**src/logic/osc_src_pkg.sv**
```systemverilog
// Package: constants, encodings and types for the oscillator sources
package osc_src_pkg;
  // Source select field codes
  localparam logic [2:0] SEL_PRECISION = 3'h0;
  localparam logic [2:0] SEL_EXTERNAL  = 3'h1;
  localparam logic [2:0] SEL_RESERVED  = 3'h2;
  localparam logic [2:0] SEL_RTC       = 3'h3;
  localparam int         SEL_LP_BIT    = 2;

  // External oscillator mode codes
  localparam logic [2:0] EXT_OFF       = 3'h0;
  localparam logic [2:0] EXT_CMOS      = 3'h1;
  localparam logic [2:0] EXT_CRYSTAL   = 3'h2;
  localparam logic [2:0] EXT_CRYSTAL2  = 3'h3;
  localparam logic [2:0] EXT_RC        = 3'h4;
  localparam logic [2:0] EXT_CAP       = 3'h5;

  // Calibration register layout
  localparam int         TRIM_W        = 7;
  localparam int         CAL_DITHER_BIT = 7;
  localparam logic       DITHER_RESET  = 1'b0;

  // Nominal frequencies in kHz
  localparam int         PRECISION_KHZ = 24500;
  localparam int         LOWPOWER_KHZ  = 20000;

  // Dither: triangle period of 384 oscillator cycles, 6 steps of 0.26%
  localparam int         DITHER_DIV    = 384;
  localparam int         DITHER_STEPS  = 6;
  localparam int         DITHER_STEP_BP = 26;
  localparam int         DITHER_MAX_BP = 160;
  localparam int         DITHER_HOLD   = DITHER_DIV / (2 * DITHER_STEPS);
  localparam int         DITHER_CNT_W  = 6;

  // Valid detector: oscillator edges to see after enable
  localparam int         VALID_EDGES   = 1024;
  localparam int         VALID_CNT_W   = 11;

  typedef enum logic [3:0] {
    SRC_LOWPOWER  = 4'h1,
    SRC_PRECISION = 4'h2,
    SRC_EXTERNAL  = 4'h4,
    SRC_RTC       = 4'h8
  } sysclk_src_e;
endpackage

```
**src/logic/ext_valid_if.sv**
```systemverilog
// Interface: carrier between the source logic and the valid detector
`timescale 1ns/1ps
interface ext_valid_if;
  logic osc_enable;
  logic cmos_mode;
  logic osc_edge;
  logic valid;

  modport ctrl (
    output osc_enable,
    output cmos_mode,
    output osc_edge,
    input  valid
  );
  modport det (
    input  osc_enable,
    input  cmos_mode,
    input  osc_edge,
    output valid
  );
endinterface

```
**src/logic/ext_valid_detect.sv**
```systemverilog
// External oscillator valid detector: counts edges after enable
`timescale 1ns/1ps
module ext_valid_detect
  import osc_src_pkg::*;
#(
  parameter int EDGES = osc_src_pkg::VALID_EDGES
) (
  input  wire logic    clk,
  input  wire logic    resetn,
  ext_valid_if.det     vif
);
  import osc_src_pkg::*;

  // Elaboration check: the run must fit the edge counter
  if (EDGES < 1 || EDGES >= (1 << VALID_CNT_W)) begin : g_bad_edges
    $error("EDGES out of range for the edge counter");
  end

  localparam logic [VALID_CNT_W-1:0] EDGE_LIMIT = EDGES[VALID_CNT_W-1:0];

  logic [VALID_CNT_W-1:0] cnt_q;
  logic [VALID_CNT_W-1:0] cnt_d;
  logic                   valid_q;
  logic                   valid_d;

  always_comb begin
    cnt_d   = cnt_q;
    valid_d = valid_q;
    if (!vif.osc_enable) begin
      cnt_d   = '0;
      valid_d = 1'b0;
    end else if (vif.osc_edge && !valid_q) begin
      if (cnt_q == EDGE_LIMIT - 1'b1) begin
        valid_d = 1'b1;
      end else begin
        cnt_d = cnt_q + 1'b1;
      end
    end
  end

  always_ff @(posedge clk) begin
    if (!resetn) begin
      cnt_q   <= '0;
      valid_q <= 1'b0;
    end else begin
      cnt_q   <= cnt_d;
      valid_q <= valid_d;
    end
  end

  assign vif.valid = valid_q & ~vif.cmos_mode;
endmodule

```
**src/logic/system_oscillator_sources.sv**
```systemverilog
// Oscillator source logic: trim, dither, source select, external drive
//
// Functional notes
// - Trim field loads factory value at reset, giving nominal 24.5 MHz.
// - Dither is a stepped triangle at oscillator frequency over 384.
// - Dither only lowers frequency, down to -1.6%, in 0.26% steps.
// - After reset the low-power 20 MHz oscillator is the system clock.
// - Low-power oscillator is on only while it is the selected source.
// - External clock feeds both system clock mux and peripheral clock.
// - Crystal mode offers a divide-by-two stage giving 50% duty cycle.
// - A valid flag tells software when the external oscillator is stable.
// - Valid flag reads zero whenever the CMOS clock mode is chosen.
// - Select 000 precision, 001 external, 011 RTC, 1xx low-power.
// - Dither enable is bit 7 of the calibration register.
`timescale 1ns/1ps
module system_oscillator_sources
  import osc_src_pkg::*;
#(
  parameter logic [6:0] FACTORY_TRIM = 7'h40,
  parameter int         VALID_RUN    = osc_src_pkg::VALID_EDGES
) (
  input  wire logic                       clk,
  input  wire logic                       resetn,
  input  wire logic                       cal_wr,
  input  wire logic [7:0]                 cal_wdata,
  output logic [7:0]                      cal_rdata,
  input  wire logic [2:0]                 sysclk_source_select,
  output osc_src_pkg::sysclk_src_e        sysclk_source,
  output logic                            lp_osc_enable,
  output logic                            precision_osc_active,
  output logic [osc_src_pkg::TRIM_W-1:0]  precision_osc_trim,
  output logic [2:0]                      dither_lower_steps,
  input  wire logic [2:0]                 ext_osc_mode,
  input  wire logic [2:0]                 ext_drive_level,
  output logic [2:0]                      ext_drive_level_out,
  input  wire logic                       osc_pin_b_in,
  output logic                            osc_pin_a_digital,
  output logic                            osc_pin_b_digital,
  output logic                            ext_osc_clk,
  output logic                            ext_periph_clk,
  output logic                            ext_osc_valid_flag
);
  import osc_src_pkg::*;

  // Elaboration check: the run must fit the detector's counter
  if (VALID_RUN < 1 || VALID_RUN >= (1 << VALID_CNT_W)) begin : g_bad_run
    $error("VALID_RUN out of range");
  end

  localparam logic [DITHER_CNT_W-1:0] HOLD_LAST =
    DITHER_CNT_W'(DITHER_HOLD - 1);
  localparam logic [2:0] STEP_TOP = 3'(DITHER_STEPS);

  // Calibration register state
  logic [TRIM_W-1:0]       trim_q;
  logic [TRIM_W-1:0]       trim_d;
  logic                    dith_en_q;
  logic                    dith_en_d;

  // Dither triangle state
  logic [DITHER_CNT_W-1:0] hold_q;
  logic [DITHER_CNT_W-1:0] hold_d;
  logic [2:0]              step_q;
  logic [2:0]              step_d;
  logic                    down_q;
  logic                    down_d;

  // Source select state
  sysclk_src_e             src_q;
  sysclk_src_e             src_d;

  // External oscillator path
  logic                    pin_q;
  logic                    pin_d;
  logic                    div_q;
  logic                    div_d;
  logic                    clk_q;
  logic                    clk_d;
  logic                    rise;
  logic                    ext_on;

  ext_valid_if vif ();

  always_comb begin
    trim_d    = trim_q;
    dith_en_d = dith_en_q;
    if (cal_wr) begin
      trim_d    = cal_wdata[TRIM_W-1:0];
      dith_en_d = cal_wdata[CAL_DITHER_BIT];
    end
  end

  always_ff @(posedge clk) begin
    if (!resetn) begin
      trim_q    <= FACTORY_TRIM;
      dith_en_q <= DITHER_RESET;
    end else begin
      trim_q    <= trim_d;
      dith_en_q <= dith_en_d;
    end
  end

  // The oscillator's own cycles are stood in for by clk edges here
  always_comb begin
    hold_d = hold_q;
    step_d = step_q;
    down_d = down_q;
    if (!dith_en_q) begin
      hold_d = '0;
      step_d = '0;
      down_d = 1'b0;
    end else if (hold_q != HOLD_LAST) begin
      hold_d = hold_q + 1'b1;
    end else begin
      // 12 steps of 32 cycles per period of 384
      hold_d = '0;
      if (!down_q) begin
        // lower by one step, never past -1.6%
        step_d = step_q + 1'b1;
        down_d = (step_q == STEP_TOP - 1'b1);
      end else begin
        step_d = step_q - 1'b1;
        down_d = (step_q != 3'h1);
      end
    end
  end

  always_ff @(posedge clk) begin
    if (!resetn) begin
      hold_q <= '0;
      step_q <= '0;
      down_q <= 1'b0;
    end else begin
      hold_q <= hold_d;
      step_q <= step_d;
      down_q <= down_d;
    end
  end

  always_comb begin
    src_d = src_q;
    if (sysclk_source_select[SEL_LP_BIT]) begin
      src_d = SRC_LOWPOWER;
    end else begin
      case (sysclk_source_select)
        SEL_PRECISION: src_d = SRC_PRECISION;
        SEL_EXTERNAL:  src_d = SRC_EXTERNAL;
        SEL_RTC:       src_d = SRC_RTC;
        // Reserved code keeps the running source rather than glitch
        default:       src_d = src_q;
      endcase
    end
  end

  always_ff @(posedge clk) begin
    if (!resetn) begin
      src_q <= SRC_LOWPOWER;
    end else begin
      src_q <= src_d;
    end
  end

  assign ext_on = (ext_osc_mode == EXT_CMOS)
                | (ext_osc_mode == EXT_CRYSTAL)
                | (ext_osc_mode == EXT_CRYSTAL2)
                | (ext_osc_mode == EXT_RC)
                | (ext_osc_mode == EXT_CAP);
  assign rise   = pin_d & ~pin_q;

  always_comb begin
    pin_d = ext_on ? osc_pin_b_in : 1'b0;
    div_d = div_q;
    clk_d = pin_q;
    if (ext_osc_mode == EXT_CRYSTAL2) begin
      // divide by two for even duty
      if (rise) begin
        div_d = ~div_q;
      end
      clk_d = div_q;
    end else begin
      div_d = 1'b0;
    end
  end

  always_ff @(posedge clk) begin
    if (!resetn) begin
      pin_q <= 1'b0;
      div_q <= 1'b0;
      clk_q <= 1'b0;
    end else begin
      pin_q <= pin_d;
      div_q <= div_d;
      clk_q <= clk_d;
    end
  end

  assign vif.osc_enable = ext_on;
  assign vif.cmos_mode  = (ext_osc_mode == EXT_CMOS);
  assign vif.osc_edge   = rise;

  ext_valid_detect #(
    .EDGES (VALID_RUN)
  ) u_valid (
    .clk    (clk),
    .resetn (resetn),
    .vif    (vif)
  );

  assign ext_osc_valid_flag   = vif.valid;
  assign cal_rdata            = {dith_en_q, trim_q};
  assign sysclk_source        = src_q;
  assign lp_osc_enable        = (src_q == SRC_LOWPOWER);
  assign precision_osc_active = (src_q == SRC_PRECISION);
  assign precision_osc_trim   = trim_q;
  assign dither_lower_steps   = step_q;
  assign ext_drive_level_out  = ext_drive_level;
  // CMOS mode uses pin b digital
  assign osc_pin_b_digital    = (ext_osc_mode == EXT_CMOS);
  assign osc_pin_a_digital    = ~((ext_osc_mode == EXT_CRYSTAL)
                                | (ext_osc_mode == EXT_CRYSTAL2));
  assign ext_osc_clk          = clk_q;
  assign ext_periph_clk       = clk_q;
endmodule

```
**config.mk**
```make
export PLATFORM = sky130hd
export DESIGN_NAME = system_oscillator_sources
export DESIGN_NICKNAME = d
export VERILOG_FILES = /design/src/logic/osc_src_pkg.sv /design/src/logic/ext_valid_if.sv /design/src/logic/ext_valid_detect.sv /design/src/logic/system_oscillator_sources.sv
export SDC_FILE = /design/constraint.sdc
export NUM_CORES = 1
export LEC_CHECK = 0
export ABC_AREA = 1
export ABC_CLOCK_PERIOD_IN_PS = 2400
export BUFFER_PORTS_ARGS = -buffer_cell sky130_fd_sc_hd__buf_2
export CORE_ASPECT_RATIO = 0.9
export CORE_MARGIN = 1.5
export CORE_UTILIZATION = 55
export CTS_CLUSTER_DIAMETER = 80
export DETAILED_ROUTE_END_ITERATION = 6
export PLACE_DENSITY_LB_ADDON = 0.1
export REMOVE_ABC_BUFFERS = 1
export SYNTH_ARGS = -nofsm -noshare
export SYNTH_HDL_FRONTEND = slang
export SYNTH_SLANG_ARGS = --single-unit
```
**constraint.sdc**
```tcl
create_clock -name clk -period 2.4 [get_ports clk]
set_input_delay 0.36 -clock clk [delete_from_list [all_inputs] [get_ports clk]]
set_output_delay 0.36 -clock clk [all_outputs]
set_load 0.01 [all_outputs]
```
### After elaboration in Yosys (flattened, before gate mapping)

Cells that the tools add are included.

| storage, ports and cells | value |
|---|---|
| register bits after elaboration | 37 |
| bits of input ports | 21 |
| output and inout bits | 32 |
| logic and storage cells | 57 |

| operators by class | value |
|---|---|
| add/subtract/negate cells | 4 |
| eq/ne operators | 13 |
| multiplexer cells | 5 |
| bitwise gates (word level) | 13 |
| reduce and logical (&&, ||, !) cells | 11 |

Operators by type and width:

| kind | number |
|---|---|
| one-hot mux 4 bit (3 select lines) | 1 |
| adder 11 x 1 -> 11 bit, second input constant | 1 |
| == test 11 x 10 -> 1 bit, second input constant | 1 |
| AND reduction 2 bit | 5 |
| == test 3 x 2 -> 1 bit, second input constant | 3 |
| == test 3 bit, second input constant | 3 |
| adder 6 x 1 -> 6 bit, second input constant | 1 |
| == test 3 x 1 -> 1 bit, second input constant | 2 |
| inequality test 6 x 5 -> 1 bit, second input constant | 1 |
| inverter 1 bit | 6 |
| bitwise OR 1 bit | 5 |
| == test 4 x 1 -> 1 bit, second input constant | 1 |
| == test 4 x 2 -> 1 bit, second input constant | 1 |
| adder 3 x 1 -> 3 bit, second input constant | 1 |
| logical NOT 3 bit | 1 |
| 2-to-1 mux 1 bit | 3 |
| 2-to-1 mux 3 bit | 1 |
| inequality test 3 x 1 -> 1 bit, second input constant | 1 |
| AND reduction 3 bit | 1 |
| nonzero test 3 bit | 1 |
| subtractor 3 x 1 -> 3 bit, second input constant | 1 |
| bitwise AND 1 bit | 2 |
| OR reduction 2 bit | 1 |
| logical AND 1 bit | 1 |
| logical NOT 1 bit | 1 |

### Logic depth before layout (Yosys ltp)

| depth | value |
|---|---|
| word-level depth | 9 |
| depth in mapped cells | 9 |
| gate-level depth less buffers | 9 |

### Cells and area by module

From an unflattened synthesis, not the netlist that was laid out.

| second synthesis, totals | value |
|---|---|
| cells, all modules | 243 |
| area, all modules | 1786.7 um^2 |

By module, submodules not included:

| module | times used | cells an instance | area each (um^2) | sequential area each (um^2) |
|---|---|---|---|---|
| system_oscillator_sources | 1 | 153 | 1143.6 | 500.5 |
| ext_valid_detect | 1 | 90 | 643.1 | 240.2 |

### Least setup slack after synthesis

No wires, ideal clock.

| timing | value |
|---|---|
| path kind | register to register |
| start | register u_valid.cnt_q[0] |
| end | register u_valid.cnt_q[7] |
| setup time | 0.119 ns |
| arrival | 1.293 ns |
| required time | 2.281 ns |
| path slack | 0.989 ns |
| stages on the path, launching flop included | 10 |
| buffers on the path | 1 |
| period minus slack after synthesis | 1.411 ns |
| cell sequence | dfxtp_1 ha_1 inv_1 nor2_4 nand2_2 nor2_4 nor2_1 buf_6 nand2_1 a21oi_2 |

| on the way | value |
|---|---|
| word-level cells in the longest chain between the ends | 3 |
| elaborated cells on any way between the ends | 4 |
| those cells by class | add/sub: 1; eq/ne: 1; bitwise: 1; reduce/logical: 1 |

Ends and longest elaborated chain:

| what | RTL line | text |
|---|---|---|
| start: declaration | ext_valid_detect.sv:21 | `logic [VALID_CNT_W-1:0] cnt_q;` |
| start signal: assignment | ext_valid_detect.sv:46 | `cnt_q <= cnt_d;` |
| branches (longest 3 deep; another with adder 11 x 1 -> 11 bit) | -- |  |

Several ways; the timed one is not identified.
A chain may end at the register's enable or synchronous reset.

### Worst setup path in the final report

Ends and elaborated chain as after synthesis.

==> out/metrics.csv <==
stage,metric,value,unit
status,status,"complete, no violations",
pwr,combinationalPowerShare,0.088,
cts,post-cts-setup-buffers,0,
placement,gp_congestion,0.7765,
pwr,power_per_cell_area,623.8,nW/um2
sta,setup_ws,0.5244,ns
global_route,grt_antenna_before_repair,0,
layout,utilization,0.6770,
layout,final_layout_size_suffix_gt1_frac,0.2249,
logic_synthesis,mappedNetlistArea,1824,um2
pwr,cellLeakagePower,0.9980,nW
cts,maximum_level_of_the_cts_h_tree,2,
cts,cts_buffers,5,
setup_path,cp_data_arrival_time,2.04,ns
floorplanning,row_count,19,
floorplanning,floorplan.die.height,57.64,um
routing,routed-via-count,1588,
layout,finalNetCount,314,
logic_synthesis,top_area_cells_in_the_synthesized_netlist,"sky130_fd_sc_hd__dfxtp_1 (41%), sky130_fd_sc_hd__nand2_1 (9.9%), sky130_fd_sc_hd__nor2_1 (8.6%)",
layout,areaGrowthSynthToFinish,15.57,%
logic_synthesis,postSynthCellCount,251,
sta,fin_worst_skew,0.01074,ns
logic_synthesis,share_of_async_settable_or_async_resettable_flops_after_synthesis,0,
cts,tritoncts_num_sinks,37,
cts,clock-root-buffer,sky130_fd_sc_hd__clkbuf_8,
floorplanning,fp.dieW,63.71,um
routing,first_pass_iters,4,
cts,worst_skew_pair.late_latency,0.30,ns
job,maxCapViolations,0,
sta,finalSetupViolations,0,
sta,worst_slew_pin_slew,0.4778,ns
floorplanning,io-pin-count,53,
global_route,grt.overflow.total,0,
layout,multi_input_comb_area,848.3,um2
sta,timing_max_transition_violations_final,0,
global_route,grt_start_max_net_pins,14,
global_route,vias_in_the_first_global_route,1395,
layout,ff_latch_area,740.7,um2
logic_synthesis,synth-main-ff-cell,sky130_fd_sc_hd__dfxtp_1,
global_route,grt_first_pass_wirelength,6044,um
logic_synthesis,cell_taking_the_most_area_after_synthesis,sky130_fd_sc_hd__dfxtp_1,
cts,cts-resized-gates,0,
layout,insertedDiodeCount,0,
sta,timing.max_slew.rel_slack,0.6807,
logic_synthesis,post_synth_num_cell_types,28,
hold_path,min_to,sysclk_source[2],
pwr,power_switching_share,0.2308,
setup_path,critPathLaunchType,flop,
pwr,clock_power_share,0.425,
hold_path,hold_path_class,in2reg,
cts,clock_tree_from_tritoncts,built,
cts,cts_max_path_bufs,2,
logic_synthesis,yosysMostFrequentCell,sky130_fd_sc_hd__nand2_1,
logic_synthesis,avgSynthCellArea,7.268,um2
logic_synthesis,sequential_cell_area_fraction_in_the_yosys_report,0.4060,
sta,max_freq,0.5331,GHz
routing,number_of_remaining_drc_errors,0,
global_route,groute.layer.met2.usage,0.3218,
logic_synthesis,yosys-top-cells-count,"sky130_fd_sc_hd__nand2_1 (48), sky130_fd_sc_hd__nor2_1 (42), sky130_fd_sc_hd__dfxtp_1 (37)",
sta,timing.final.hold_violations,0,
global_route,met3_usage,0.05437,
setup_path,timing.rr.start,u_valid.cnt_q[0],
pwr,vdd_drop_max,0.0003954,V
placement,dp_hpwl,2515,um
sta,rsz0062_at_grt,false,
floorplanning,core_area,3114,um2
pwr,p_seq_frac,0.488,
setup_path,worst_r2r_endpoint,u_valid.cnt_q[7],
setup_path,setup.reg_to_reg.worst_slack,0.52,ns
hold_path,timing.hold.worst_path_depth,2,
pwr,switching_power,0.3035,mW
setup_path,worstRegToRegCells,9,
global_route,grt.busiest_layer,met2,
setup_path,critical_path_class,reg2reg,
placement,post-place-ws,0.5859,ns
pwr,internal_power_component,1.012,mW
global_route,gr-usage-all-layers,0.2140,
setup_path,worst-path-max-fanout,12,
sta,final.setup.tns,0,ns
setup_path,critical_path.startpoint,u_valid.cnt_q[0],
logic_synthesis,synth_enable_flop_cells,0,
logic_synthesis,synth_top_cell_area_share,0.4060,
routing,wl_per_cell,10.51,um
hold_path,hold_path.startpoint,sysclk_source_select[2],
cts,postCtsHoldBufs,0,
global_route,global_route.usage.met1,0.2799,
setup_path,worstSetupEndpointType,flop,
logic_synthesis,yosysWarningCount,0,
routing,totalWireLength,3478,um
setup_path,critical_path_required,2.57,ns
logic_synthesis,yosys_register_bits,37,
sta,post-route-period-util,0.7815,
routing,via_per_inst,4.798,
routing,postRouteAntennaNets,0,
floorplanning,fp.dieArea,3672,um2
layout,fillerInstances,280,
sta,period_minus_slack,1.876,ns
routing,first_iter_violations,74,
placement,place.port_buffers,46,
floorplanning,initial_core_util,0.5858,
cts,clk_transition_reported_paths,0.07,ns
## state kept, by name, summed over array words and instances (netlist names), named ones only
signal	flops
u_valid.valid_q	1
dith_en_q	1
pin_q	1
ext_osc_clk	1
dither_lower_steps	3
sysclk_source	4
precision_osc_trim	7
hold_q	6
u_valid.cnt_q	11
div_q	1
## routing by layer
layer,vias to the layer above,share of wire
met4,0,0.026
li1,857,-
met3,8,0.042
met5,-,0
met2,37,0.41
met1,686,0.52
## per-stage QoR
| step | cell area [um2] | cells | power [mW] | hold WS [ns] |
|---|---|---|---|---|
| 2_1_floorplan | 1698 | 234 | 0.7138 | 0.4176 |
| 3_3_place_gp | 1988 | 323 | 0.7685 | 0.4321 |
| 3_5_place_dp | 1988 | 323 | 0.7705 | 0.4420 |
| 4_1_cts | 2108 | 331 | 1.329 | 0.2445 |
| 5_1_grt | 2108 | 331 | 1.366 | 0.2584 |
| 6_report | 2108 | 331 | 1.315 | 0.2539 |
## logic make-up (layout without fill, tap and decap cells)
logic type               Yosys count  count (layout)  share of synthesized area
AND/OR/NAND/NOR                  118             118                     0.2846
buffers and inverters             46              84                     0.1289
AO/OA/AOI/OAI                     38              38                     0.1125
flip-flops                        37              37                     0.4060
XOR/XNOR                           7               7                    0.03361
adder cells (fa/ha/maj)            5               5                    0.03429
## worst max-delay path, cell delays in order (launching register included)
cell                      delay (ns)
sky130_fd_sc_hd__dfxtp_1        0.45
sky130_fd_sc_hd__ha_1           0.25
sky130_fd_sc_hd__inv_1          0.08
sky130_fd_sc_hd__nor2_4         0.14
sky130_fd_sc_hd__nand2_2        0.10
sky130_fd_sc_hd__nor2_4         0.25
sky130_fd_sc_hd__nor2_1         0.17
sky130_fd_sc_hd__buf_4          0.19
sky130_fd_sc_hd__nand2_1        0.07
sky130_fd_sc_hd__a21oi_2        0.05
## worst max-delay path by stage
stage / to / slack [ns] / cells after the start
5_1_grt: u_valid.cnt_q[4] / 0.40 / 9
3_5_place_dp: u_valid.cnt_q[7] / 0.59 / 9
4_1_cts: u_valid.cnt_q[3] / 0.56 / 9
6_report: u_valid.cnt_q[7] / 0.52 / 9
3_3_place_gp: u_valid.cnt_q[7] / 0.63 / 9
2_1_floorplan: u_valid.cnt_q[7] / 0.82 / 8
## power by group through the flow
stage / sequential, mW / clock, mW / combinational, mW
finish: 0.641 / 0.558 / 0.115
floorplan: 0.665 / 0 / 0.0485
detailed placement: 0.655 / 0 / 0.115
CTS: 0.641 / 0.571 / 0.116
global placement: 0.655 / 0 / 0.113
global route: 0.644 / 0.592 / 0.130
## cell usage in the layout, fill, tap and decap left out
cell type / n
sky130_fd_sc_hd__nand3_2: 2
sky130_fd_sc_hd__a21oi_2: 2
sky130_fd_sc_hd__buf_4: 1
sky130_fd_sc_hd__clkbuf_8: 6
sky130_fd_sc_hd__nor2_4: 2
sky130_fd_sc_hd__nor2_2: 1
sky130_fd_sc_hd__buf_2: 46
sky130_fd_sc_hd__nand4_1: 3
sky130_fd_sc_hd__nor2_1: 42
sky130_fd_sc_hd__inv_1: 29
sky130_fd_sc_hd__nand3b_1: 3
sky130_fd_sc_hd__nor3b_1: 1
sky130_fd_sc_hd__bufinv_16: 1
sky130_fd_sc_hd__o21ai_1: 8
sky130_fd_sc_hd__a21oi_1: 11
sky130_fd_sc_hd__ha_1: 5
sky130_fd_sc_hd__a211oi_1: 2
sky130_fd_sc_hd__clkinvlp_4: 1
sky130_fd_sc_hd__nand2_1: 48
sky130_fd_sc_hd__xnor2_1: 1
sky130_fd_sc_hd__dfxtp_1: 37
sky130_fd_sc_hd__o21bai_1: 1
sky130_fd_sc_hd__nand3_1: 7
sky130_fd_sc_hd__nand2_2: 2
sky130_fd_sc_hd__xor2_1: 6
sky130_fd_sc_hd__nor3_1: 6
sky130_fd_sc_hd__or2_2: 1
sky130_fd_sc_hd__o21ai_0: 14
## area by class of cell
| class | instances | share of cell area |
|---|---|---|
| clock buffer | 6 | 0.03917 |
| clock inverter | 2 | 0.01780 |
| inverter | 29 | 0.05163 |
| multi-input combinational | 168 | 0.4024 |
| sequential | 37 | 0.3513 |
| tap | 42 | 0.02493 |
| timing repair buffer | 47 | 0.1128 |
Power figures use the tool's default switching activity.
